### src/hisr_pkg.sv
// package for the host interrupt/status register block
// assumes one 100 MHz clock domain with a synchronous active-high reset
// How it works
// - host read returns one 16-bit word
// - bits 0-7 show eight request bits
// - bit 8 shows pending host interrupt
// - only the host clears bit 8
// - bit 9 set after diagnostics, cleared after init
// - bit 10 set on reset, cleared when ready
// - bit 11 flags diagnostic or init error
// - lowest pending reason code reported first
// - code 000 means adapter check
// - code 010 means ring status update
// - code 100 means other command status
// - code 101 means receive status
// - code 110 means transmit status
// - on errors bits 12-15 hold error code
// - host sets request bits, processor clears them
// - write zero to bit 8 clears interrupt
// - bits 1-7 act only with bit 0
// - bits 9-15 read-only, processor controlled; a host software reset write (ff in the low byte) also moves them
package hisr_pkg;
    localparam int          HISR_WORD_W    = 16;
    localparam int          HISR_REQ_W     = 8;
    localparam int          HISR_NREASON   = 7;
    localparam int          HISR_BIT_INTR  = 8;
    localparam int          HISR_BIT_INIT  = 9;
    localparam int          HISR_BIT_TEST  = 10;
    localparam int          HISR_BIT_ERR   = 11;
    localparam int          HISR_CODE_LSB  = 12;
    localparam logic [7:0]  HISR_REQ_RST   = 8'h00;
    localparam logic [3:0]  HISR_ECODE_RST = 4'h0;
    localparam logic [2:0]  HISR_RSN_CHECK = 3'h0;
    localparam logic [2:0]  HISR_RSN_RING  = 3'h2;
    localparam logic [2:0]  HISR_RSN_SCB   = 3'h3;
    localparam logic [2:0]  HISR_RSN_CMD   = 3'h4;
    localparam logic [2:0]  HISR_RSN_RX    = 3'h5;
    localparam logic [2:0]  HISR_RSN_TX    = 3'h6;
    localparam logic [6:0]  HISR_RSN_VALID = 7'h7d;
    typedef enum logic [1:0] {
        HISR_DIAG,
        HISR_READY,
        HISR_RUN,
        HISR_FAIL
    } hisr_phase_t;
endpackage

### src/hisr_top.sv
// host-visible interrupt/status register of the adapter system interface
// the host reaches it over the direct i/o strobes; the internal processor
// drives the status events and clears below
`timescale 1ns/1ps
`default_nettype none
module hisr_top
    import hisr_pkg::*;
(
    input  wire logic                   clk_sys,
    input  wire logic                   srst,
    input  wire logic                   dio_rd,
    input  wire logic                   dio_wr,
    input  wire logic [HISR_WORD_W-1:0] dio_wdata,
    output logic      [HISR_WORD_W-1:0] dio_rdata,
    output logic                        dio_rvalid,
    input  wire logic [HISR_REQ_W-1:0]  cp_req_clear,
    input  wire logic                   cp_diag_done,
    input  wire logic                   cp_diag_fail,
    input  wire logic                   cp_init_done,
    input  wire logic                   cp_init_fail,
    input  wire logic [3:0]             cp_error_code,
    input  wire logic                   cp_adapter_check,
    input  wire logic                   cp_ring_status,
    input  wire logic                   cp_cmd_block_free,
    input  wire logic                   cp_cmd_status,
    input  wire logic                   cp_rx_status,
    input  wire logic                   cp_tx_status,
    input  wire logic                   cp_reason_taken,
    output logic      [HISR_REQ_W-1:0]  req_bits,
    output logic                        host_interrupt_line
);
    hisr_phase_t                 phase;
    hisr_phase_t                 next_phase;
    logic                        intr;
    logic                        next_intr;
    logic [HISR_NREASON-1:0]     pend;
    logic [HISR_NREASON-1:0]     next_pend;
    logic [HISR_NREASON-1:0]     evt;
    logic [2:0]                  cur_code;
    logic [2:0]                  shown_code;
    logic [2:0]                  next_shown_code;
    logic                        any_pend;
    logic [3:0]                  ecode;
    logic [3:0]                  next_ecode;
    logic                        sw_reset;
    logic [HISR_WORD_W-1:0]      word;
    logic [HISR_WORD_W-1:0]      next_rdata;

    // a write of ff in the low byte is the software reset request
    assign sw_reset = dio_wr && (dio_wdata[7:0] == 8'hff);

    hisr_req_bits #(
        .N          (HISR_REQ_W)
    ) u_req (
        .clk_sys    (clk_sys),
        .srst       (srst),
        .host_wr    (dio_wr),
        .host_wdata (dio_wdata[HISR_REQ_W-1:0]),
        .cp_clear   (cp_req_clear),
        .req        (req_bits)
    );

    hisr_reason_pick u_pick (
        .pend (pend),
        .any  (any_pend),
        .code (cur_code)
    );

    assign evt = {cp_tx_status, cp_rx_status, cp_cmd_status,
                  cp_cmd_block_free, cp_ring_status, 1'b0, cp_adapter_check};
    // codes: 0 2 ring 3 free 4 cmd
    // 5 rx 6 tx slot 1 is tied off

    // phase: diagnostics -> ready -> running, or failed
    always_comb
    begin
        next_phase = phase;
        next_ecode = ecode;
        case (phase)
            HISR_DIAG:
            begin
                if (cp_diag_fail)
                begin
                    next_phase = HISR_FAIL;
                    next_ecode = cp_error_code;
                end
                else if (cp_diag_done)
                    next_phase = HISR_READY;
            end
            HISR_READY:
            begin
                if (cp_init_fail)
                begin
                    next_phase = HISR_FAIL;
                    next_ecode = cp_error_code;
                end
                else if (cp_init_done)
                    next_phase = HISR_RUN;
            end
            HISR_RUN:  next_phase = HISR_RUN;
            HISR_FAIL: next_phase = HISR_FAIL;
            default:   next_phase = HISR_DIAG;
        endcase
        // software reset reruns diagnostics
        if (sw_reset)
        begin
            next_phase = HISR_DIAG;
            next_ecode = HISR_ECODE_RST;
        end
    end

    // reason pending bits and host interrupt flag
    always_comb
    begin
        next_pend       = pend;
        next_intr       = intr;
        next_shown_code = shown_code;
        // lowest pending reason (cur_code) retires once the processor sees it acknowledged
        if (cp_reason_taken && intr == 1'b0 && any_pend)
            next_pend[cur_code] = 1'b0;
        next_pend = next_pend | evt;
        // host write of zero to bit 8 clears; writing one does nothing
        if (dio_wr && !dio_wdata[HISR_BIT_INTR])
            next_intr = 1'b0;
        // a software reset forgets the last code unless bit 8 still shows it
        if (sw_reset && !intr)
            next_shown_code = HISR_RSN_CHECK;
        // new interrupt only raised once host cleared the last one; the code
        // is picked from next_pend so a reason retired now is left out and one landing now counts
        if (!intr && (|next_pend) && !(dio_wr && !dio_wdata[HISR_BIT_INTR]))
        begin
            next_intr = 1'b1;
            for (int k = HISR_NREASON - 1; k >= 0; k--)
            begin
                if (next_pend[k] && HISR_RSN_VALID[k])
                    next_shown_code = 3'(k);
            end
        end
    end

    always_ff @(posedge clk_sys)
    begin
        if (srst)
        begin
            phase      <= HISR_DIAG;
            ecode      <= HISR_ECODE_RST;
            pend       <= '0;
            intr       <= 1'b0;
            shown_code <= HISR_RSN_CHECK;
        end
        else
        begin
            phase      <= next_phase;
            ecode      <= next_ecode;
            pend       <= next_pend;
            intr       <= next_intr;
            shown_code <= next_shown_code;
        end
    end

    assign host_interrupt_line = intr;

    // assemble the read word; upper bits are processor-owned except that a host software reset write also moves them
    always_comb
    begin
        word                  = '0;
        word[HISR_REQ_W-1:0]  = req_bits;
        word[HISR_BIT_INTR]   = intr;
        word[HISR_BIT_INIT]   = (phase == HISR_READY);
        word[HISR_BIT_TEST]   = (phase == HISR_DIAG) ||
                                (phase == HISR_FAIL);
        word[HISR_BIT_ERR]    = (phase == HISR_FAIL);
        if (phase == HISR_FAIL)
            word[HISR_WORD_W-1:HISR_CODE_LSB] = ecode;
        else
            word[HISR_WORD_W-1:HISR_CODE_LSB] = {1'b0, shown_code};
    end

    always_comb
    begin
        next_rdata = dio_rd ? word : dio_rdata;
    end

    // read data registered one cycle after the strobe
    always_ff @(posedge clk_sys)
    begin
        if (srst)
        begin
            dio_rdata  <= '0;
            dio_rvalid <= 1'b0;
        end
        else
        begin
            dio_rdata  <= next_rdata;
            dio_rvalid <= dio_rd;
        end
    end

    chk_read_word: assert property (@(posedge clk_sys) disable iff (srst)
        dio_rd |=> (dio_rvalid && dio_rdata == $past(word)))
        else $error("read word not returned next cycle");
    chk_req_shown: assert property (@(posedge clk_sys) disable iff (srst)
        word[7:0] == req_bits)
        else $error("request bits not visible");
    chk_intr_line: assert property (@(posedge clk_sys) disable iff (srst)
        host_interrupt_line == word[HISR_BIT_INTR])
        else $error("bit 8 and interrupt line differ");
    chk_intr_sticky: assert property (@(posedge clk_sys) disable iff (srst)
        (intr && !(dio_wr && !dio_wdata[HISR_BIT_INTR])) |=> intr)
        else $error("interrupt cleared without host write");
    chk_intr_clear: assert property (@(posedge clk_sys) disable iff (srst)
        (intr && dio_wr && !dio_wdata[HISR_BIT_INTR]) |=> !intr)
        else $error("host zero write did not clear bit 8");
    chk_init_flow: assert property (@(posedge clk_sys) disable iff (srst)
        (phase == HISR_READY && cp_init_done && !cp_init_fail && !sw_reset)
        |=> !word[HISR_BIT_INIT])
        else $error("init bit not cleared on init done");
    chk_test_clear: assert property (@(posedge clk_sys) disable iff (srst)
        $rose(word[HISR_BIT_INIT]) |-> !word[HISR_BIT_TEST])
        else $error("test bit still set when ready rises");
    chk_err_code: assert property (@(posedge clk_sys) disable iff (srst)
        (phase == HISR_DIAG && cp_diag_fail && !sw_reset)
        |=> (word[HISR_BIT_ERR] && word[15:12] == $past(cp_error_code)))
        else $error("error code not latched on failure");
    chk_code_legal: assert property (@(posedge clk_sys) disable iff (srst)
        (phase != HISR_FAIL) |-> (shown_code != 3'h1 && shown_code != 3'h7))
        else $error("undefined reason code reported");

    // every event lands in the pending slot of its own code; a retire in
    // the same cycle must not swallow a fresh event
    chk_evt_check: assert property (@(posedge clk_sys) disable iff (srst)
        cp_adapter_check |=> pend[HISR_RSN_CHECK])
        else $error("adapter check reason not pending");

    chk_evt_ring: assert property (@(posedge clk_sys) disable iff (srst)
        cp_ring_status |=> pend[HISR_RSN_RING])
        else $error("ring status reason not pending");

    chk_evt_free: assert property (@(posedge clk_sys) disable iff (srst)
        cp_cmd_block_free |=> pend[HISR_RSN_SCB])
        else $error("command block free reason not pending");

    chk_evt_cmd: assert property (@(posedge clk_sys) disable iff (srst)
        cp_cmd_status |=> pend[HISR_RSN_CMD])
        else $error("command status reason not pending");

    chk_evt_rx: assert property (@(posedge clk_sys) disable iff (srst)
        cp_rx_status |=> pend[HISR_RSN_RX])
        else $error("receive status reason not pending");

    chk_evt_tx: assert property (@(posedge clk_sys) disable iff (srst)
        cp_tx_status |=> pend[HISR_RSN_TX])
        else $error("transmit status reason not pending");

    chk_slot_one: assert property (@(posedge clk_sys) disable iff (srst)
        pend[1] == 1'b0)
        else $error("undefined reason slot became pending");

    // the code latched at the raise is the lowest pending one and then holds
    chk_raise_lowest: assert property (@(posedge clk_sys) disable iff (srst)
        $rose(intr) |-> (shown_code == cur_code))
        else $error("raised code is not the lowest pending");

    chk_code_held: assert property (@(posedge clk_sys) disable iff (srst)
        intr |=> (!intr || $stable(shown_code)))
        else $error("reason code changed while bit 8 set");

    chk_line_raise: assert property (@(posedge clk_sys) disable iff (srst)
        (!intr && (pend != '0 || evt != '0) && !cp_reason_taken &&
         !(dio_wr && !dio_wdata[HISR_BIT_INTR])) |=> intr)
        else $error("pending reason did not raise bit 8");

    chk_no_self_clear: assert property (@(posedge clk_sys) disable iff (srst)
        (intr && !dio_wr) |=> intr)
        else $error("bit 8 dropped with no host write");

    // status flags follow the processor; host writes move them only by the software reset
    chk_init_fail: assert property (@(posedge clk_sys) disable iff (srst)
        (phase == HISR_READY && cp_init_fail && !sw_reset)
        |=> (word[HISR_BIT_ERR] &&
             word[HISR_WORD_W-1:HISR_CODE_LSB] == $past(cp_error_code)))
        else $error("init failure not flagged");

    chk_err_test: assert property (@(posedge clk_sys) disable iff (srst)
        word[HISR_BIT_ERR] |-> word[HISR_BIT_TEST])
        else $error("error bit shown without test bit");

    chk_ready_rise: assert property (@(posedge clk_sys) disable iff (srst)
        (phase == HISR_DIAG && cp_diag_done && !cp_diag_fail && !sw_reset)
        |=> (word[HISR_BIT_INIT] && !word[HISR_BIT_TEST]))
        else $error("ready did not replace test bit");

    chk_soft_rerun: assert property (@(posedge clk_sys) disable iff (srst)
        sw_reset |=> (word[HISR_BIT_TEST] && !word[HISR_BIT_INIT] &&
                      !word[HISR_BIT_ERR]))
        else $error("software reset did not restart diagnostics");

    chk_upper_ro: assert property (@(posedge clk_sys) disable iff (srst)
        (dio_wr && !sw_reset && !cp_diag_done && !cp_diag_fail &&
         !cp_init_done && !cp_init_fail)
        |=> (word[HISR_BIT_ERR:HISR_BIT_INIT] == $past(word[HISR_BIT_ERR:HISR_BIT_INIT])))
        else $error("host write moved a read-only status bit");

    // read strobe answers once; the data then stays until the next read
    chk_rvalid_pulse: assert property (@(posedge clk_sys) disable iff (srst)
        !dio_rd |=> !dio_rvalid)
        else $error("read valid without a read strobe");

    chk_rdata_hold: assert property (@(posedge clk_sys) disable iff (srst)
        !dio_rd |=> $stable(dio_rdata))
        else $error("read data changed without a read");
endmodule
`default_nettype wire

### src/hisr_req_bits.sv
// eight host-to-adapter request bits: host sets, processor clears
// assumes write strobes are one-cycle pulses on clk_sys
`timescale 1ns/1ps
`default_nettype none
module hisr_req_bits
    import hisr_pkg::*;
#(
    parameter int N = HISR_REQ_W
)(
    input  wire logic         clk_sys,
    input  wire logic         srst,
    input  wire logic         host_wr,
    input  wire logic [N-1:0] host_wdata,
    input  wire logic [N-1:0] cp_clear,
    output logic      [N-1:0] req
);
    logic [N-1:0] next_req;
    logic         arm;

    // without bit 0 the whole request byte is ignored
    assign arm = host_wr & host_wdata[0];

    genvar i;
    generate
        for (i = 0; i < N; i++)
        begin : g_bit
            always_comb
            begin
                next_req[i] = req[i];
                if (cp_clear[i])
                    next_req[i] = 1'b0;
                // a host set in the clearing cycle wins
                if (arm && host_wdata[i])
                    next_req[i] = 1'b1;
            end
        end
    endgenerate

    always_ff @(posedge clk_sys)
    begin
        if (srst)
            req <= HISR_REQ_RST;
        else
            req <= next_req;
    end

    chk_host_no_clear: assert property (@(posedge clk_sys) disable iff (srst)
        (req != '0 && cp_clear == '0) |=> ((req & $past(req)) == $past(req)))
        else $error("request bit dropped without processor clear");
    chk_arm_needed: assert property (@(posedge clk_sys) disable iff (srst)
        (host_wr && !host_wdata[0] && cp_clear == '0) |=> (req == $past(req)))
        else $error("request bits changed without bit 0");
endmodule
`default_nettype wire

### src/hisr_reason_pick.sv
// priority pick of the pending interrupt reason, lowest code wins
// pure combinational; pending vector indexed by code value
`timescale 1ns/1ps
`default_nettype none
module hisr_reason_pick
    import hisr_pkg::*;
(
    input  wire logic [HISR_NREASON-1:0] pend,
    output logic                         any,
    output logic      [2:0]              code
);
    always_comb
    begin
        any  = 1'b0;
        code = HISR_RSN_CHECK;
        // walk downward so the last hit is the lowest code
        for (int k = HISR_NREASON - 1; k >= 0; k--)
        begin
            if (pend[k] && HISR_RSN_VALID[k])
            begin
                any  = 1'b1;
                code = 3'(k);
            end
        end
    end
endmodule
`default_nettype wire

### config.mk
export PLATFORM = sky130hd
export DESIGN_NAME = hisr_top
export DESIGN_NICKNAME = d
export VERILOG_FILES = /design/src/hisr_pkg.sv /design/src/hisr_top.sv /design/src/hisr_req_bits.sv /design/src/hisr_reason_pick.sv
export SDC_FILE = /design/constraint.sdc
export NUM_CORES = 1
export LEC_CHECK = 0
export BUFFER_PORTS_ARGS = -buffer_cell sky130_fd_sc_hd__buf_2
export CORE_MARGIN = 3
export CORE_UTILIZATION = 50
export DETAILED_ROUTE_END_ITERATION = 12
export GPL_ROUTABILITY_DRIVEN = 0
export PLACE_DENSITY = 0.88
export SYNTH_ARGS = -nofsm -noshare
export SYNTH_HDL_FRONTEND = slang
export SYNTH_HIERARCHICAL = 1
export SYNTH_SLANG_ARGS = --single-unit
### constraint.sdc
create_clock -name clk_sys -period 2.8 [get_ports clk_sys]
set_clock_uncertainty 0.15 [all_clocks]
set_input_delay 0.42 -clock clk_sys [delete_from_list [all_inputs] [get_ports clk_sys]]
set_output_delay 0.42 -clock clk_sys [all_outputs]
set_load 0.02 [all_outputs]
==> metrics.md, run 1 <==
| Metric | Value |
|---|---|
| Final ANT Viol Nets | 0 |
| YS warnings | 6 |
| Worst path most repeated cell | a21oi_1 |
| CP arrival | 2.47 ns |
| Initial antenna violation count | 0 |
| Initial core utilization | 53.6% |
| Tcrit/Tclk final | 87.4% |
| Final hold violations | 0 |
| Multi-input gate area | 0.00109 sq mm |
| Worst-Margin Slew | 0.736 ns |
| Die X | 69.6 um |
| Root Buffer | clkbuf_8 |
| Vias/cell | 5.40 |
| Area grow syn2layout | 19.7% |
| Largest cells by area after synthesis | dfxtp_1 (42%), mux2i_1 (9.4%), nor2_1 (7.4%) |
| Placed inst area | 0.00231 sq mm |
| Crit-path cells | or3b_1, a21oi_1, and4b_1, a21oi_1, nor3_4, a41oi_2, mux2_4 |
| Design Area, Final | 0.00242 sq mm |
| Die Area | 0.00484 sq mm |
| Share of cells above drive strength 1 | 33.3% |
| Most used DFF post-synth | dfxtp_1 |
| Post-CTS Hold Buffers | 0 |
| Synth cell types | 45 |
| Total CTS buffers | 5 |
| Cell leakage power | 1.05 nW |
| F_max | 408 MHz |
| Core footprint | 0.00377 sq mm |
| CP Capture Type | flop |
| Slew Limit Headroom | 51.0% |
| Post-Syn Nets | 261 |
| DRT iter0 DRCs | 67 |
| Synth Instances | 215 |
| Sequential-to-total area share from yosys stat | 41.6% |
| PortBufs | 61 |
| Max_cap viols | 0 |
| Max Slew Vio Count | 0 |
| Maximum VDD drop | 0.000318 V |
| Asr flop ratio synth | 0% |
| DRC errors left | 0 |
| H-tree depth | 2 |
| Crit start category | flop |
| Power Density | 561 mW/mm^2 |
| CP Max Fanout | 4 |
| Number of global-route vias before repair | 1,632 |
| DR pass1 iterations | 4 |
| CP max stage cell | or3b_1 |
| Status | complete, no violations |
| Synth area leader | dfxtp_1 |
| Clk buf depth | 2 |
| Ant. Diodes | 0 |
| Avg Cell Area, Syn | 9.40 sq um |
| WL/cell | 12.9 um |
| Post-Route Setup TNS | 0 ns |
| Row count | 22 |
| Top cell type's share of synthesized area | 41.6% |
| Clock sink count | 42 |
| Slowest Stage Delay on Critical Path | 0.38 ns |
| DR vias | 1,732 |
| Reg area | 841 sq um |
| Hpwl dp | 3120 um |
| Synthesized flop and latch total | 42 |
| WL final | 4130 um |
| EDFF count, synth | 0 |
| Tot GR Track Use | 17.6% |
| First-pass GRT wire length | 7090 um |
| Nets | 318 |
| IO Pins | 69 |
| RSZ-0062 raised after global routing | no |
| Die Y-Extent | 69.6 um |
| Cell Area, Synth | 0.00202 sq mm |
| Final setup fails | 0 |
| Clock transition at path regs | 0.08 ns |
| Clk_lat worst skew | 0.28 ns |
| Post-CTS Setup Inserts | 0 |
| GRT Residual Overflow | 0 |
| Worst Path Class, Setup | flop to flop |
| Fin crit period | 2.45 ns |
| CTS tree | yes |
| # fillers | 339 |
| Worst setup slack after layout | 0.352 ns |
| Pre-CTS WS | 0.386 ns |
| Required time worst endpoint | 2.82 ns |
| HP Class | input port to flop |
| Largest net degree at the start of global routing | 39 |
| CTS resizes | 0 |
## per-layer routing
metal | part of all wire [%] | up-vias | GRT usage [%] | wire length [um]
li1 | - | 866 | - | -
met1 | 47 | 808 | 23.2 | 1940
met2 | 46 | 56 | 27.5 | 1890
met3 | 6.8 | 2 | 5.07 | 281
met4 | 0.60 | 0 | 6.29 | 25
met5 | 0 | - | 0 | 0
## flip-flops by register name, summed over array words and instances (netlist names)
name                 count
pend                     7
dio_rvalid               1
host_interrupt_line      1
phase                    2
shown_code               3
u_req/req                8
ecode                    4
dio_rdata               16
## stage by stage
stage	util (%)	std cells	power (mW)	hold slack, ns
4_1_cts	64.2	321	1.37	0.229
3_5_place_dp	61.4	313	0.914	0.295
2_1_floorplan	-	215	0.846	0.271
3_3_place_gp	61.4	313	0.906	0.283
6_report	64.2	321	1.36	0.237
5_1_grt	64.2	321	1.42	0.239
## power by group
group          leakage, nW  internal [mW]  total [mW]  switching [mW]
clock               0.0524          0.267       0.458           0.192
combinational        0.654          0.105       0.240           0.135
sequential           0.345          0.633       0.660          0.0273
## cells by family after synthesis
| group | after synthesis | synth area share [%] |
|---|---|---|
| mux | 20 | 10.1 |
| fa+ha+maj | 3 | 1.86 |
| flops | 42 | 41.6 |
| buf+inv | 16 | 4.52 |
| simple gates | 95 | 25.9 |
| compound gates | 39 | 16.0 |
## path summary, 6_finish.rpt
kind               startpoint  slack, ns  cells past startpoint            end
max reg2reg           pend[5]       0.35                      7  shown_code[0]
max                   pend[5]       0.35                      7  shown_code[0]
min          cp_error_code[2]       0.24                      3       ecode[2]
min reg2reg           pend[1]       0.31                      2        pend[1]
## synthesized netlist by cell type, drive strengths merged (3+ instances only)
| cell type | instances |
|---|---|
| dfxtp | 42 |
| ha | 3 |
| inv | 5 |
| nor3 | 7 |
| nor2b | 8 |
| nand2 | 7 |
| nand3 | 9 |
| a21oi | 15 |
| o21ai | 3 |
| mux2i | 19 |
| buf | 9 |
| nor2 | 40 |
| nand2b | 11 |
| nand4 | 3 |
| a211oi | 6 |
## final cells by class
cell class                      count  share of cell area, %
Clock buffer                        7                   3.15
Clock inverter                      1                   1.24
Inverter                            5                  0.775
Multi-Input combinational cell    157                   45.0
Sequential cell                    42                   34.7
Tap cell                           48                   2.48
Timing Repair Buffer               61                   12.6
## critical path: cells and delay by family (launching register included)
kind	cells	cell delay, ns
and+or+nand+nor	3	0.93
DFF	1	0.36
AOI/OAI and AO/OA	3	0.58
muxes	1	0.32
## layout by cell type (no fill, tap or decap), types with 2 or more instances in the layout
master / n
nor2b_1: 8
a211oi_1: 6
nor2_1: 40
nand4_1: 3
o21ai_0: 3
nand3_1: 2
dfxtp_1: 42
nand2b_1: 11
inv_1: 5
clkbuf_1: 2
mux2i_1: 19
buf_2: 61
a311oi_1: 2
a21oi_1: 8
ha_1: 3
nor3_1: 6
or3_1: 2
a21oi_2: 7
nand3_2: 7
nand2_1: 7
clkbuf_8: 5
No activity file was read; power rests on OpenSTA's default activity.
==> run 2, diff against run 1 <==
- REMOVE_ABC_BUFFERS: unset -> 1
==> run 2 against run 1 <==
  * First-iteration DRC count down 15%
  * Sequential share of layout area down 0.20 points
  * Clock-buffer cell count down 2
  * Largest power group unchanged
  * Via count down 3.2%
  * Register-to-register slack better by 0.03 ns
  * Setup slack better by 0.034 ns
  * Largest cell class unchanged
  * Total power up 1.8%
==> metrics.md, run 2 (synthesized netlist as in run 1, its figures left out) <==
| Metric | Value |
|---|---|
| Worst-Margin Slew | 0.505 ns (-0.231 ns) |
| Post-Route Setup TNS | 0 ns (unchanged) |
| Nets | 319 (+0.31%) |
| Initial core utilization | 53.6% (unchanged) |
| Largest register FFs | 16 (unchanged) |
| CP Capture Type | flop |
| CP Max Fanout | 4 (unchanged) |
| Cell leakage power | 1.06 nW (+1.0%) |
| CTS resizes | 0 (unchanged) |
| Clk buf depth | 2 (unchanged) |
| First-pass GRT wire length | 6860 um (-3.3%) |
| Core footprint | 0.00377 sq mm (unchanged) |
| Max_cap viols | 0 (unchanged) |
| HP Class | input port to flop |
| Worst hold slack | 0.216 ns (-0.0206 ns) |
| IO Pins | 69 (unchanged) |
| RSZ-0062 raised after global routing | no |
| Fin crit period | 2.41 ns (-0.0341 ns) |
| H-tree depth | 2 (unchanged) |
| Clock sink count | 42 (unchanged) |
| Clk_lat worst skew | 0.30 ns (+0.02 ns) |
| Area grow syn2layout | 20.4% |
| Post-CTS Setup Inserts | 0 (unchanged) |
| Final hold violations | 0 (unchanged) |
| Final ANT Viol Nets | 0 (unchanged) |
| DR pass1 iterations | 4 (unchanged) |
| Initial antenna violation count | 0 (unchanged) |
| Slew Limit Headroom | 66.3% (+15 points) |
| CP arrival | 2.45 ns (-0.02 ns) |
| Ant. Diodes | 0 (unchanged) |
| Die X | 69.6 um (unchanged) |
| Post-CTS Hold Buffers | 0 (unchanged) |
| Final setup fails | 0 (unchanged) |
| Most frequent cells in the layout | buf_2 (61), dfxtp_1 (42), nor2_1 (40) |
| WL final | 4130 um (about the same) |
| Vias/cell | 5.21 (-3.5%) |
| DRC errors left | 0 (unchanged) |
| Clock transition at path regs | 0.08 ns (about the same) |
| Tot GR Track Use | 17.4% (-0.19 points) |
| F_max | 414 MHz (+1.4%) |
| Commonest non-fill, non-tap cell in the layout | buf_2 |
| Die Y-Extent | 69.6 um (unchanged) |
| CTS tree | yes |
| DRT iter0 DRCs | 57 (-15%) |
| Power Density | 568 mW/mm^2 (+1.2%) |
| Share of cells above drive strength 1 | 34.3% (+0.97 points) |
| Max Slew Vio Count | 0 (unchanged) |
| DR vias | 1,677 (-3.2%) |
| Row count | 22 (unchanged) |
| PnR Total Power | 1.38 mW (+1.8%) |
| Tcrit/Tclk final | 86.2% (-1.2 points) |
| Required time worst endpoint | 2.84 ns (+0.02 ns) |
| Die Area | 0.00484 sq mm (unchanged) |
| Worst Path Class, Setup | flop to flop |
| GRT Residual Overflow | 0 (unchanged) |
| Largest regs | dio_rdata x16, u_req/req x8, pend x7 |
| Largest net degree at the start of global routing | 27 (-31%) |
| Reg with most FFs | dio_rdata |
| PortBufs | 61 (unchanged) |
| Total CTS buffers | 5 (unchanged) |
| Hpwl dp | 3120 um (about the same) |
| Root Buffer | clkbuf_8 |
| Maximum VDD drop | 0.000421 V (+32%) |
| WL/cell | 12.8 um (-0.29%) |
| Status | complete, no violations |
| Crit start category | flop |
| Number of global-route vias before repair | 1,575 (-3.5%) |
## run 2: final timing paths
path,endpoint,cells past startpoint,start,slack (ns)
max reg2reg,shown_code[0],7,pend[5],0.39
min,ecode[1],3,cp_error_code[1],0.22
min reg2reg,pend[1],2,pend[1],0.30
max,shown_code[0],7,pend[5],0.39
## run 2: layer usage
| layer | wire, um | global-route usage, % | vias up | share of wire [%] |
|---|---|---|---|---|
| met2 | 1830 | 27.2 | 62 | 44 |
| met1 | 1930 | 21.8 | 740 | 47 |
| li1 | - | - | 871 | - |
| met3 | 324 | 4.64 | 4 | 7.8 |
| met4 | 49 | 9.54 | 0 | 1.2 |
| met5 | 0 | 0 | - | 0 |
## run 2: worst max-delay path, stage by stage (launching register included)
cell	delay [ns]
dfxtp_1	0.36
or3b_1	0.39
a21oi_1	0.25
and4b_1	0.26
a21oi_1	0.15
nor3_4	0.27
a41oi_2	0.16
mux2_4	0.32
## run 2: where the power goes
group	total [mW]	internal [mW]	switching, mW
registers	0.659	0.633	0.0267
logic	0.239	0.106	0.134
clock network	0.484	0.267	0.216
## run 2: stage by stage
stage / setup WS [ns] / instances / utilization [%] / cell area (sq um)
floorplan: 0.571 / 204 / - / 1950
global placement: 0.452 / 314 / 61.6 / 2320
detailed placement: 0.423 / 314 / 61.6 / 2320
CTS: 0.405 / 322 / 64.6 / 2430
global route: 0.241 / 322 / 64.6 / 2430
finish: 0.386 / 322 / 64.6 / 2430
## run 2: cell type report
cell class | count | area, sq um
Multi-Input combinational cell | 157 | 1090
Tap cell | 48 | 60.1
Timing Repair Buffer | 62 | 313
Clock inverter | 3 | 43.8
Fill cell | 312 | 1340
Sequential cell | 42 | 841
Clock buffer | 5 | 68.8
Inverter | 5 | 18.8
==> run 3, diff against run 2 <==
- PLACE_DENSITY: 0.88 -> unset
- PLACE_DENSITY_LB_ADDON: unset -> 0.15
==> run 3 against run 2 <==
  * Clock power down 21%
  * Critical path depth unchanged
  * Maximum frequency about the same
  * Cell area down 1.1%
  * Via count about the same
==> metrics.md, run 3 (synthesized netlist as in run 1, its figures left out) <==
| Metric | Value |
|---|---|
| PnR Total Power | 1.28 mW (-7.4%) |
| Cell leakage power | 1.05 nW (-1.3%) |
| Total CTS buffers | 5 (unchanged) |
| DRT iter0 DRCs | 115 (+100%) |
| CTS resizes | 0 (unchanged) |
| Worst hold slack | 0.232 ns (+0.0156 ns) |
| Worst Path Class, Setup | flop to flop |
| Slowest Stage Delay on Critical Path | 0.39 ns (about the same) |
| DR vias | 1,678 (+0.060%) |
| Max_cap viols | 0 (unchanged) |
| DRC errors left | 0 (unchanged) |
| R2R cell count | 7 (unchanged) |
| Reg2reg start | pend[5] |
| Final setup fails | 0 (unchanged) |
| Core footprint | 0.00377 sq mm (unchanged) |
| H-tree depth | 2 (unchanged) |
| Hpwl dp | 3090 um (-0.98%) |
| CP arrival | 2.46 ns (about the same) |
| Post-CTS Hold Buffers | 0 (unchanged) |
| First-pass GRT wire length | 6700 um (-2.3%) |
| Area grow syn2layout | 19.1% |
| RSZ-0062 raised after global routing | no |
| Clock share of power | 29.8% (-5.2 points) |
| Vias/cell | 5.21 (about the same) |
| Comb pwr share | 18.7% (+1.4 points) |
| IO Pins | 69 (unchanged) |
| Power Density | 532 mW/mm^2 (-6.4%) |
| Commonest non-fill, non-tap cell in the layout | buf_2 |
| Fin crit period | 2.42 ns (+0.00242 ns) |
| Slew Limit Headroom | 65.3% (-1.1 points) |
| Worst-Margin Slew | 0.521 ns (+0.0160 ns) |
| Initial core utilization | 53.6% (unchanged) |
| F_max | 414 MHz (about the same) |
| GRT Residual Overflow | 0 (unchanged) |
| Die Y-Extent | 69.6 um (unchanged) |
| Max Slew Vio Count | 0 (unchanged) |
| Reg2reg end | shown_code[0] |
| CP Max Fanout | 4 (unchanged) |
| Reg with most FFs | dio_rdata |
| Post-CTS Setup Inserts | 0 (unchanged) |
| Final hold violations | 0 (unchanged) |
| Nets | 319 (unchanged) |
| CP Capture Type | flop |
| Root Buffer | clkbuf_8 |
| Flop pwr share | 51.5% (+3.8 points) |
| R2R Setup Slk | 0.38 ns (about the same) |
| CTS tree | yes |
| Crit start category | flop |
| CP max stage cell | or3b_1 |
| WL final | 4110 um (-0.70%) |
| Hold Crit Endpoint | ecode[2] |
| Largest net degree at the start of global routing | 23 (-15%) |
| Post-Route Setup TNS | 0 ns (unchanged) |
| Placed inst area | 0.00232 sq mm (unchanged) |
| Most frequent cells in the layout | buf_2 (61), dfxtp_1 (42), nor2_1 (40) |
| Design Area, Final | 0.00241 sq mm (-1.1%) |
| WHS Path Cells | 3 (unchanged) |
| DR pass1 iterations | 4 (unchanged) |
| WL/cell | 12.7 um (-0.70%) |
| Die X | 69.6 um (unchanged) |
| PortBufs | 61 (unchanged) |
| HP Class | input port to flop |
| Clock sink count | 42 (unchanged) |
| Number of global-route vias before repair | 1,492 (-5.3%) |
| Clk_lat worst skew | 0.29 ns (about the same) |
| Die Area | 0.00484 sq mm (unchanged) |
| Largest regs | dio_rdata x16, u_req/req x8, pend x7 |
| Clk buf depth | 2 (unchanged) |
| Tot GR Track Use | 16.9% (-0.55 points) |
| Crit-path cells | or3b_1, a21oi_1, and4bb_2, a31oi_1, nor2_1, a41oi_2, mux2_4 |
| Tcrit/Tclk final | 86.3% (+0.086 points) |
| Family with the most delay on the worst path | simple AND/OR/NAND/NOR gates |
| Row count | 22 (unchanged) |
| Net Sw Frac | 28.6% (+1.3 points) |
| Required time worst endpoint | 2.84 ns (about the same) |
| P_int | 914 uW (-9.1%) |
| WP buf/inv | 0 (unchanged) |
| Status | complete, no violations |
| Final ANT Viol Nets | 0 (unchanged) |
| NetSw | 366 uW (-2.9%) |
| Share of cells above drive strength 1 | 33.9% (-0.36 points) |
| Initial antenna violation count | 0 (unchanged) |
| Ant. Diodes | 0 (unchanged) |
| HP Start | cp_error_code[2] |
| Clock transition at path regs | 0.08 ns (about the same) |
| Maximum VDD drop | 0.000352 V (-16%) |
| Largest register FFs | 16 (unchanged) |
## run 3: cell count changes in the layout (fill, tap and decap cells not counted), sizes merged
cell,change
clkinv,+1
inv,-1
bufinv,-1
clkbuf,+1
## run 3: per-stage QoR
step | instances | util [%] | setup slack [ns]
2_1_floorplan | 204 | - | 0.571
3_3_place_gp | 314 | 61.6 | 0.418
3_5_place_dp | 314 | 61.6 | 0.429
4_1_cts | 322 | 63.9 | 0.396
5_1_grt | 322 | 63.9 | 0.264
6_report | 322 | 63.9 | 0.384
## run 3: power groups by stage
stage | combinational (mW) | clock (mW) | sequential [mW]
after CTS | 0.242 | 0.392 | 0.659
after global routing | 0.263 | 0.417 | 0.664
after floorplan | 0.134 | 0 | 0.688
after detailed placement | 0.240 | 0 | 0.673
after global placement | 0.236 | 0 | 0.672
final | 0.239 | 0.381 | 0.660
## run 3: routing by layer
layer | global-route usage, % | vias to the layer above | wire, um
met3 | 4.78 | 6 | 214
met4 | 5.21 | 0 | 42
met5 | 0 | - | 0
met2 | 26.7 | 44 | 1860
li1 | - | 870 | -
met1 | 22.3 | 758 | 1980
## run 3: area by class of cell
class	instances	area, sq um
inverters	5	18.8
repair buffers	62	313
flip-flops and latches	42	841
clock inverters	2	13.8
well taps	48	60.1
multi-input cells	157	1090
fillers	332	1360
clock buffers	6	72.6
## run 3: worst register-to-register path, stage by stage (launching register included)
cell and delay, ns:
dfxtp_1 0.36, or3b_1 0.39, a21oi_1 0.25, and4bb_2 0.30
a31oi_1 0.21, nor2_1 0.09, a41oi_2 0.24, mux2_4 0.32
## run 3: how the worst max path moves through the flow
stage          startpoint            end  slack (ns)  cells after the start
4_1_cts           pend[5]  shown_code[0]        0.40                      7
3_5_place_dp      pend[5]  shown_code[0]        0.43                      7
3_3_place_gp      pend[5]  shown_code[0]        0.42                      7
2_1_floorplan     pend[5]  shown_code[0]        0.57                      7
5_1_grt           pend[5]  shown_code[0]        0.26                      7
6_report          pend[5]  shown_code[0]        0.38                      7
